[src/include/uim_pkg.sv]
package uim_pkg;

  // Register offsets (byte addresses)
  localparam logic [11:0] UIM_LEVEL_SEL_OFS = 12'h034;
  localparam logic [11:0] UIM_MASK_OFS      = 12'h038;
  localparam logic [11:0] UIM_RAW_OFS       = 12'h03C;
  localparam logic [11:0] UIM_MASKED_OFS    = 12'h040;
  localparam logic [11:0] UIM_CLEAR_OFS     = 12'h044;

  // Source count and bit positions
  localparam int UIM_NSRC        = 11;
  localparam int UIM_BIT_OVERRUN = 10;
  localparam int UIM_BIT_BREAK   = 9;
  localparam int UIM_BIT_PARITY  = 8;
  localparam int UIM_BIT_FRAMING = 7;
  localparam int UIM_BIT_TIMEOUT = 6;
  localparam int UIM_BIT_TX      = 5;
  localparam int UIM_BIT_RX      = 4;
  localparam int UIM_BIT_DSR     = 3;
  localparam int UIM_BIT_DCD     = 2;
  localparam int UIM_BIT_CTS     = 1;
  localparam int UIM_BIT_RING    = 0;

  // Level select field positions and reset values
  localparam int          UIM_RXSEL_LSB   = 3;
  localparam int          UIM_TXSEL_LSB   = 0;
  localparam logic [2:0]  UIM_SEL_RESET   = 3'h2;
  localparam logic [10:0] UIM_MASK_RESET  = 11'h000;
  localparam logic [10:0] UIM_STAT_RESET  = 11'h000;

  // FIFO occupancy width (32-entry FIFO, count 0..32)
  localparam int UIM_CNT_W = 6;
  localparam logic [5:0] UIM_FIFO_DEPTH = 6'h20;

  // Register bus request
  typedef struct packed {
    logic [11:0] addr;
    logic [31:0] wdata;
    logic        wr;
    logic        rd;
  } uim_bus_req_t;

  // Raw event inputs from the UART detectors
  typedef struct packed {
    logic overrun;
    logic brk;
    logic parity;
    logic framing;
    logic timeout;
  } uim_err_evt_t;

endpackage

[src/rtl/uim_level_cmp.sv]
`timescale 1ns/1ps
module uim_level_cmp
  import uim_pkg::*;
(
  // Configuration
  input  wire logic [2:0]           sel_i,
  input  wire logic                 is_rx_i,
  // Occupancy
  input  wire logic [UIM_CNT_W-1:0] count_i,
  // Result
  output logic                      hit_o
);
  import uim_pkg::*;

  logic [UIM_CNT_W-1:0] thr;

  // Threshold in entries; rx code 001 and 010 both mean half full
  always_comb begin
    thr = UIM_FIFO_DEPTH >> 1;
    unique case (sel_i)
      3'h0: thr = UIM_FIFO_DEPTH >> 3;
      3'h1: thr = is_rx_i ? (UIM_FIFO_DEPTH >> 1) : (UIM_FIFO_DEPTH >> 2);
      3'h2: thr = UIM_FIFO_DEPTH >> 1;
      3'h3: thr = UIM_CNT_W'((UIM_FIFO_DEPTH >> 2) * 3);
      3'h4: thr = UIM_CNT_W'((UIM_FIFO_DEPTH >> 3) * 7);
      default: thr = UIM_FIFO_DEPTH >> 1; // Reserved codes act as half
    endcase
  end

  // Receive fires at or above, transmit at or below
  assign hit_o = is_rx_i ? (count_i >= thr) : (count_i <= thr);

endmodule

[src/rtl/uim_sync.sv]
`timescale 1ns/1ps
module uim_sync #(
  parameter int W = 4
) (
  // Clock and reset
  input  wire logic         clk_i,
  input  wire logic         rst_n_i,
  // Asynchronous levels in, synchronised levels out
  input  wire logic [W-1:0] d_i,
  output logic      [W-1:0] q_o
);

  logic [W-1:0] meta_reg;

  // Two stages; the first is read only by the second
  // Reset to the idle high level of the active-low pins, so that the
  // change detector sees no false edge after reset
  always_ff @(posedge clk_i) begin
    if (!rst_n_i) begin
      meta_reg <= '1;
      q_o      <= '1;
    end else begin
      meta_reg <= d_i;
      q_o      <= meta_reg;
    end
  end

endmodule

[src/rtl/uim_top.sv]
// How it works
// - Mask reads back; resets zero; upper bits reserved
// - Write one sets mask, zero clears
// - Raw status shows unmasked state, read only
// - Masked status shows state after masking
// - Clear register clears written pending bits
// - Overrun 10, break 9, parity 8, framing 7
// - Timeout 6, transmit 5, receive 4
// - Dsr 3, dcd 2, cts 1, ring 0
// - Receive fires at selected fill threshold
// - Transmit fires at or below threshold
`timescale 1ns/1ps
module uim_top
  import uim_pkg::*;
(
  // Clock and reset
  input  wire logic                 CLK_I,
  input  wire logic                 RST_N_I,
  // Register port
  input  wire logic [11:0]          ADDR_I,
  input  wire logic [31:0]          WDATA_I,
  input  wire logic                 WR_I,
  input  wire logic                 RD_I,
  output logic      [31:0]          RDATA_O,
  // Line error and timeout event pulses, same clock
  input  wire uim_pkg::uim_err_evt_t ERR_EVT_I,
  // FIFO occupancy, same clock
  input  wire logic [UIM_CNT_W-1:0] RX_COUNT_I,
  input  wire logic [UIM_CNT_W-1:0] TX_COUNT_I,
  // Modem pins, active low, asynchronous
  input  wire logic                 DATA_SET_READY_IN_N_I,
  input  wire logic                 CARRIER_DETECT_IN_N_I,
  input  wire logic                 CLEAR_TO_SEND_IN_N_I,
  input  wire logic                 RING_INDICATOR_IN_N_I,
  // Interrupt outputs
  output logic [UIM_NSRC-1:0]       MASKED_IRQ_O,
  output logic                      IRQ_O
);
  import uim_pkg::*;

  uim_bus_req_t              req;
  logic [UIM_NSRC-1:0]       mask_reg;
  logic [UIM_NSRC-1:0]       raw_reg;
  logic [UIM_NSRC-1:0]       raw_next;
  logic [UIM_NSRC-1:0]       set_evt;
  logic [UIM_NSRC-1:0]       clr_vec;
  logic [UIM_NSRC-1:0]       masked;
  logic [2:0]                rx_sel_reg;
  logic [2:0]                tx_sel_reg;
  logic [3:0]                modem_sync;
  logic [3:0]                modem_prev_reg;
  logic                      modem_init_reg;
  logic                      rx_hit;
  logic                      tx_hit;
  logic                      rx_hit_prev_reg;
  logic                      tx_hit_prev_reg;
  logic [31:0]               rdata_next;

  assign req = '{addr: ADDR_I, wdata: WDATA_I, wr: WR_I, rd: RD_I};

  // Modem pins cross into this clock before anything looks at them
  uim_sync #(
    .W (4)
  ) u_sync (
    .clk_i   (CLK_I),
    .rst_n_i (RST_N_I),
    .d_i     ({DATA_SET_READY_IN_N_I, CARRIER_DETECT_IN_N_I,
               CLEAR_TO_SEND_IN_N_I, RING_INDICATOR_IN_N_I}),
    .q_o     (modem_sync)
  );

  // Receive level comparator
  uim_level_cmp u_rx_cmp (
    .sel_i   (rx_sel_reg),
    .is_rx_i (1'b1),
    .count_i (RX_COUNT_I),
    .hit_o   (rx_hit)
  );

  // Transmit level comparator
  uim_level_cmp u_tx_cmp (
    .sel_i   (tx_sel_reg),
    .is_rx_i (1'b0),
    .count_i (TX_COUNT_I),
    .hit_o   (tx_hit)
  );

  // Level compare history; edges mean a crossing happened
  always_ff @(posedge CLK_I) begin
    if (!RST_N_I) begin
      rx_hit_prev_reg <= 1'b0;
      tx_hit_prev_reg <= 1'b0;
    end else begin
      rx_hit_prev_reg <= rx_hit;
      tx_hit_prev_reg <= tx_hit;
    end
  end

  // Modem history; first sample after reset is a baseline, not a change
  always_ff @(posedge CLK_I) begin
    if (!RST_N_I) begin
      modem_prev_reg <= 4'hF;
      modem_init_reg <= 1'b0;
    end else begin
      modem_prev_reg <= modem_sync;
      modem_init_reg <= 1'b1;
    end
  end

  // Gather set events at their fixed bit positions
  always_comb begin
    set_evt                  = '0;
    set_evt[UIM_BIT_OVERRUN] = ERR_EVT_I.overrun;
    set_evt[UIM_BIT_BREAK]   = ERR_EVT_I.brk;
    set_evt[UIM_BIT_PARITY]  = ERR_EVT_I.parity;
    set_evt[UIM_BIT_FRAMING] = ERR_EVT_I.framing;
    set_evt[UIM_BIT_TIMEOUT] = ERR_EVT_I.timeout;
    set_evt[UIM_BIT_TX]      = tx_hit & ~tx_hit_prev_reg;
    set_evt[UIM_BIT_RX]      = rx_hit & ~rx_hit_prev_reg;
    set_evt[UIM_BIT_DSR]     = modem_init_reg &
                               (modem_sync[3] ^ modem_prev_reg[3]);
    set_evt[UIM_BIT_DCD]     = modem_init_reg &
                               (modem_sync[2] ^ modem_prev_reg[2]);
    set_evt[UIM_BIT_CTS]     = modem_init_reg &
                               (modem_sync[1] ^ modem_prev_reg[1]);
    set_evt[UIM_BIT_RING]    = modem_init_reg &
                               (modem_sync[0] ^ modem_prev_reg[0]);
  end

  // Clear vector: only ones written to the clear register count
  assign clr_vec = (req.wr && req.addr == UIM_CLEAR_OFS) ?
                   req.wdata[UIM_NSRC-1:0] : '0;

  // Pending state per source; a set in the clear cycle wins
  genvar g;
  generate
    for (g = 0; g < UIM_NSRC; g++) begin : g_src
      assign raw_next[g] = set_evt[g] | (raw_reg[g] & ~clr_vec[g]);
    end
  endgenerate

  // Raw pending flags
  always_ff @(posedge CLK_I) begin
    if (!RST_N_I) begin
      raw_reg <= UIM_STAT_RESET;
    end else begin
      raw_reg <= raw_next;
    end
  end

  // Mask register: each bit written directly
  always_ff @(posedge CLK_I) begin
    if (!RST_N_I) begin
      mask_reg <= UIM_MASK_RESET;
    end else if (req.wr && req.addr == UIM_MASK_OFS) begin
      mask_reg <= req.wdata[UIM_NSRC-1:0];
    end
  end

  // FIFO level select register
  always_ff @(posedge CLK_I) begin
    if (!RST_N_I) begin
      rx_sel_reg <= UIM_SEL_RESET;
      tx_sel_reg <= UIM_SEL_RESET;
    end else if (req.wr && req.addr == UIM_LEVEL_SEL_OFS) begin
      rx_sel_reg <= req.wdata[UIM_RXSEL_LSB +: 3];
      tx_sel_reg <= req.wdata[UIM_TXSEL_LSB +: 3];
    end
  end

  // Masked view and combined line
  assign masked       = raw_reg & mask_reg;
  assign MASKED_IRQ_O = masked;
  assign IRQ_O        = |masked;

  // Read mux; reserved and unmapped read as zero
  always_comb begin
    rdata_next = 32'h0000_0000;
    if (req.rd) begin
      unique case (req.addr)
        UIM_LEVEL_SEL_OFS: rdata_next = {26'h0, rx_sel_reg, tx_sel_reg};
        UIM_MASK_OFS:      rdata_next = {21'h0, mask_reg};
        UIM_RAW_OFS:       rdata_next = {21'h0, raw_reg};
        UIM_MASKED_OFS:    rdata_next = {21'h0, masked};
        UIM_CLEAR_OFS:     rdata_next = 32'h0000_0000;
        default:           rdata_next = 32'h0000_0000;
      endcase
    end
  end

  // Read data stands only in the cycle after the strobe
  always_ff @(posedge CLK_I) begin
    if (!RST_N_I) begin
      RDATA_O <= 32'h0000_0000;
    end else begin
      RDATA_O <= rdata_next;
    end
  end

endmodule

[config.mk]
export PLATFORM = sky130hd
export DESIGN_NAME = uim_top
export DESIGN_NICKNAME = d
export VERILOG_FILES = /design/src/include/uim_pkg.sv /design/src/rtl/uim_level_cmp.sv /design/src/rtl/uim_sync.sv /design/src/rtl/uim_top.sv
export SDC_FILE = /design/constraint.sdc
export NUM_CORES = 1
export LEC_CHECK = 0
export ABC_AREA = 0
export BUFFER_PORTS_ARGS = -buffer_cell sky130_fd_sc_hd__clkbuf_2
export CORE_UTILIZATION = 43
export DETAILED_ROUTE_END_ITERATION = 6
export PLACE_DENSITY = 0.79
export SLEW_MARGIN = 20
export SYNTH_ARGS = -nofsm -noshare
export SYNTH_HDL_FRONTEND = slang
export SYNTH_SLANG_ARGS = --single-unit
export TNS_END_PERCENT = 10
[constraint.sdc]
create_clock -name CLK_I -period 1.92 [get_ports CLK_I]
set_input_delay 0.096 -clock CLK_I [delete_from_list [all_inputs] [get_ports CLK_I]]
set_output_delay 0.096 -clock CLK_I [all_outputs]
set_load 0.02 [all_outputs]
==> results.json <==
{
  "finalWeightedCongestion": 0.826,
  "finalHoldViolations": 0,
  "yosys_warnings": 0,
  "ys_ff_latch": 54,
  "grt_most_used_layer": "met2",
  "synth_compound_gate_area_share_pct": 15.9,
  "antennaDiodeCount": 0,
  "die-height_um": 79.1,
  "cts_buffers": 5,
  "synth_top_flop_cell": "dfxtp_1",
  "io_buffer_count": 70,
  "rows": 27,
  "dieArea_sq_um": 6260,
  "maxSlewViolCount": 0,
  "grt_setup_unrepaired": "true",
  "r2r_start": "tx_sel_reg[1]$_SDFFE_PN1P_",
  "drtIter0Drc": 129,
  "grt_util_met1_pct": 24.3,
  "min_period_ps": 2200,
  "synthXorXnorAreaFrac_pct": 1.37,
  "met2_usage_pct": 33.7,
  "syn_area_sq_um": 2560,
  "nets": 459,
  "synth_edf_count": 0,
  "routed_wl_um": 5740,
  "clkSlewWorstSetupHoldPaths_ps": 100,
  "drc_errors": 0,
  "hp-class": "input port to flop",
  "clockRootBuffer": "clkbuf_8",
  "cp_max_fo": 2,
  "yosysTopAreaCell": "dfxtp_1",
  "grt_max_degree": 30,
  "reg2reg_to": "raw_reg[5]$_SDFF_PN0_",
  "fmax_mhz": 454,
  "use_met3_pct": 3.79,
  "firstDrtPassIters": 4,
  "grt_pass1_vias": 2226,
  "h-tree-depth": 2,
  "ir_worst_vdd_mv": 0.449,
  "core_sq_um": 5610,
  "cts_tree": "done",
  "crit_chain": "and2_4, or4_4, nor4_4, or4b_4, buf_8",
  "leakage_nw": 1.48,
  "slew_headroom_pct": 59.2,
  "crit_slowest_cell": "or4_4",
  "end_kind": "output pin",
  "synth_top_area_share_pct": 42.3,
  "clockBufferDepth": 2,
  "endpoint": "IRQ_O",
  "area_growth_pct": 29.9,
  "fin_crit_sh_pct": 115,
  "r2r_cells": 6,
  "yosys.area_share.simple_pct": 22.9,
  "drive_above_1_share_pct": 30.4,
  "fill_cells": 507,
  "synth_top_family_by_area": "simple AND/OR/NAND/NOR gates",
  "drtAntennaViolNets": 0,
  "postCtsSetupRepairBufs": 0,
  "required_ps": 1820,
  "ys_top_cells_by_area": "dfxtp_1 (42%), buf_4 (6.2%), o21ai_0 (5.3%)",
  "critPathKind": "flop to output pin",
  "p_per_area_nw_per_um2": 695,
  "async_reset_ff_share_pct": 0,
  "synth.distinct_cells": 42,
  "finalWorstSetupSlack_ps": -283,
  "insertion_delay_ps": 310,
  "cts.sinks": 54,
  "critPathArrivalTime_ps": 2110,
  "worstMarginPinSlew_ps": 603,
  "violations": "negative setup slack",
  "slowest_delay_ps": 540,
  "synthMuxAreaShare_pct": 3.52,
  "overflow": 0,
  "die_w_um": 79.1,
  "setup_viol": 2,
  "dp_hpwl_um": 4260,
  "post_drt_wl_per_cell_um": 12.6,
  "grt_usage_pct": 19.6,
  "start_kind": "flop",
  "via_count": 2310,
  "regToRegSetupSlack_ps": -30,
  "finish.utilization_pct": 59.3,
  "grt_pass1_wl_um": 9830,
  "maxCapViolations": 0,
  "ios": 113,
  "routed_via_density": 5.05,
  "yosysSeqAreaShare_pct": 42.3,
  "crit_path_start": "raw_reg[0]$_SDFF_PN0_",
  "yosys.area_share.adder_pct": 2.94,
  "synth_area_per_cell_sq_um": 8.85,
  "grt_antenna_before_repair": 0,
  "setup_tns_ps": -309,
  "syn_inst": 289,
  "fin_worst_skew_ps": 13.0,
  "outcome": "finished with violations",
  "start_util_pct": 45.6
}
[stage by stage]
stage	instance area [sq um]	setup WS, ps	total power [W]	hold WS, ps	std cells
floorplan	2630	17.8	0.00136	124	309
detailed placement	3020	-109	0.00141	281	438
global placement	3020	-48.9	0.00141	276	438
finish	3320	-283	0.00231	18.8	457
global route	3320	-352	0.00240	13.9	457
CTS	3310	-302	0.00232	3.77	457
[area by class of cell]
class | instances | area, sq um | area share (%)
multi-input cells | 208 | 1310 | 39.5
flip-flops and latches | 54 | 1090 | 32.7
repair buffers | 104 | 656 | 19.7
well taps | 72 | 90.1 | 2.71
clock buffers | 5 | 68.8 | 2.07
clock inverters | 3 | 68.8 | 2.07
inverters | 11 | 41.3 | 1.24
[kinds of logic (layout without fill, tap and decap cells)]
family                   after synthesis  count (layout)
AO/OA/AOI/OAI                         65              65
XOR/XNOR                               4               4
adder cells (fa/ha/maj)                6               6
buffers and inverters                 47             123
flip-flops                            54              54
multiplexers                           9               9
other                                  1              21
AND/OR/NAND/NOR                      103             103
[synthesized netlist by cell type, types with 8 or more instances]
library cell and count:
a21oi_1 11, nor2_1 11, and2_1 12, o21ai_0 27, mux2i_1 9, nand2_1 26
buf_4 21, dfxtp_1 54, clkbuf_1 8, inv_1 11, nand2b_1 12, nand3_1 15
[how the worst min path moves through the flow]
stage,depth (start not counted),start,to,slack (ps)
detailed placement,2,DATA_SET_READY_IN_N_I,u_sync.meta_reg[3]$_SDFF_PN1_,280
global placement,2,RING_INDICATOR_IN_N_I,u_sync.meta_reg[0]$_SDFF_PN1_,280
global route,2,WDATA_I[0],raw_reg[0]$_SDFF_PN0_,10
floorplan,0,RST_N_I,modem_init_reg$_DFF_P_,120
finish,2,WDATA_I[0],raw_reg[0]$_SDFF_PN0_,20
CTS,2,WDATA_I[0],raw_reg[0]$_SDFF_PN0_,4
[power by group]
part           total [W]  internal, W  switching, W
combinational   0.000243     0.000107      0.000136
sequential       0.00117      0.00115     0.0000178
clock           0.000899     0.000522      0.000377
total            0.00231      0.00178      0.000530
[repair_timing]
item                                    4_1_cts  5_1_grt
pin swaps                                     3        1
endpoints found under the hold margin        11        0
hold buffers                                 11        0
endpoints found under the setup margin        3        3
resized for setup                            11        5
[cell usage in the layout, fill, tap and decap left out, types with 3 or more instances in the layout]
cell / count
a311oi_1: 4
nor3b_1: 6
nand2_1: 26
xor2_1: 4
o21ai_0: 27
clkbuf_8: 5
dfxtp_1: 50
a31oi_1: 5
buf_4: 22
conb_1: 21
a22oi_1: 6
mux2i_1: 9
nor2_1: 10
dlygate4sd3_1: 11
inv_1: 11
ha_1: 6
clkbuf_2: 69
o2bb2ai_1: 6
dfxtp_2: 4
nor2b_1: 3
and2_1: 10
a21oi_1: 11
nand3_1: 15
nand2b_1: 12
[routing by layer]
layer | wire [um] | part of all wire [%] | up-vias
met4 | 55 | 0.96 | 0
met5 | 0 | 0 | -
met3 | 328 | 5.7 | 7
met1 | 2640 | 46 | 1059
li1 | - | - | 1165
met2 | 2710 | 47 | 79
[worst max-delay path: cells and delay by family, from the launching register on]
family,cells,cell delay [ps]
flops,1,330
simple gates,4,1320
buf+inv,1,140
(Power assumes the default switching activity.)
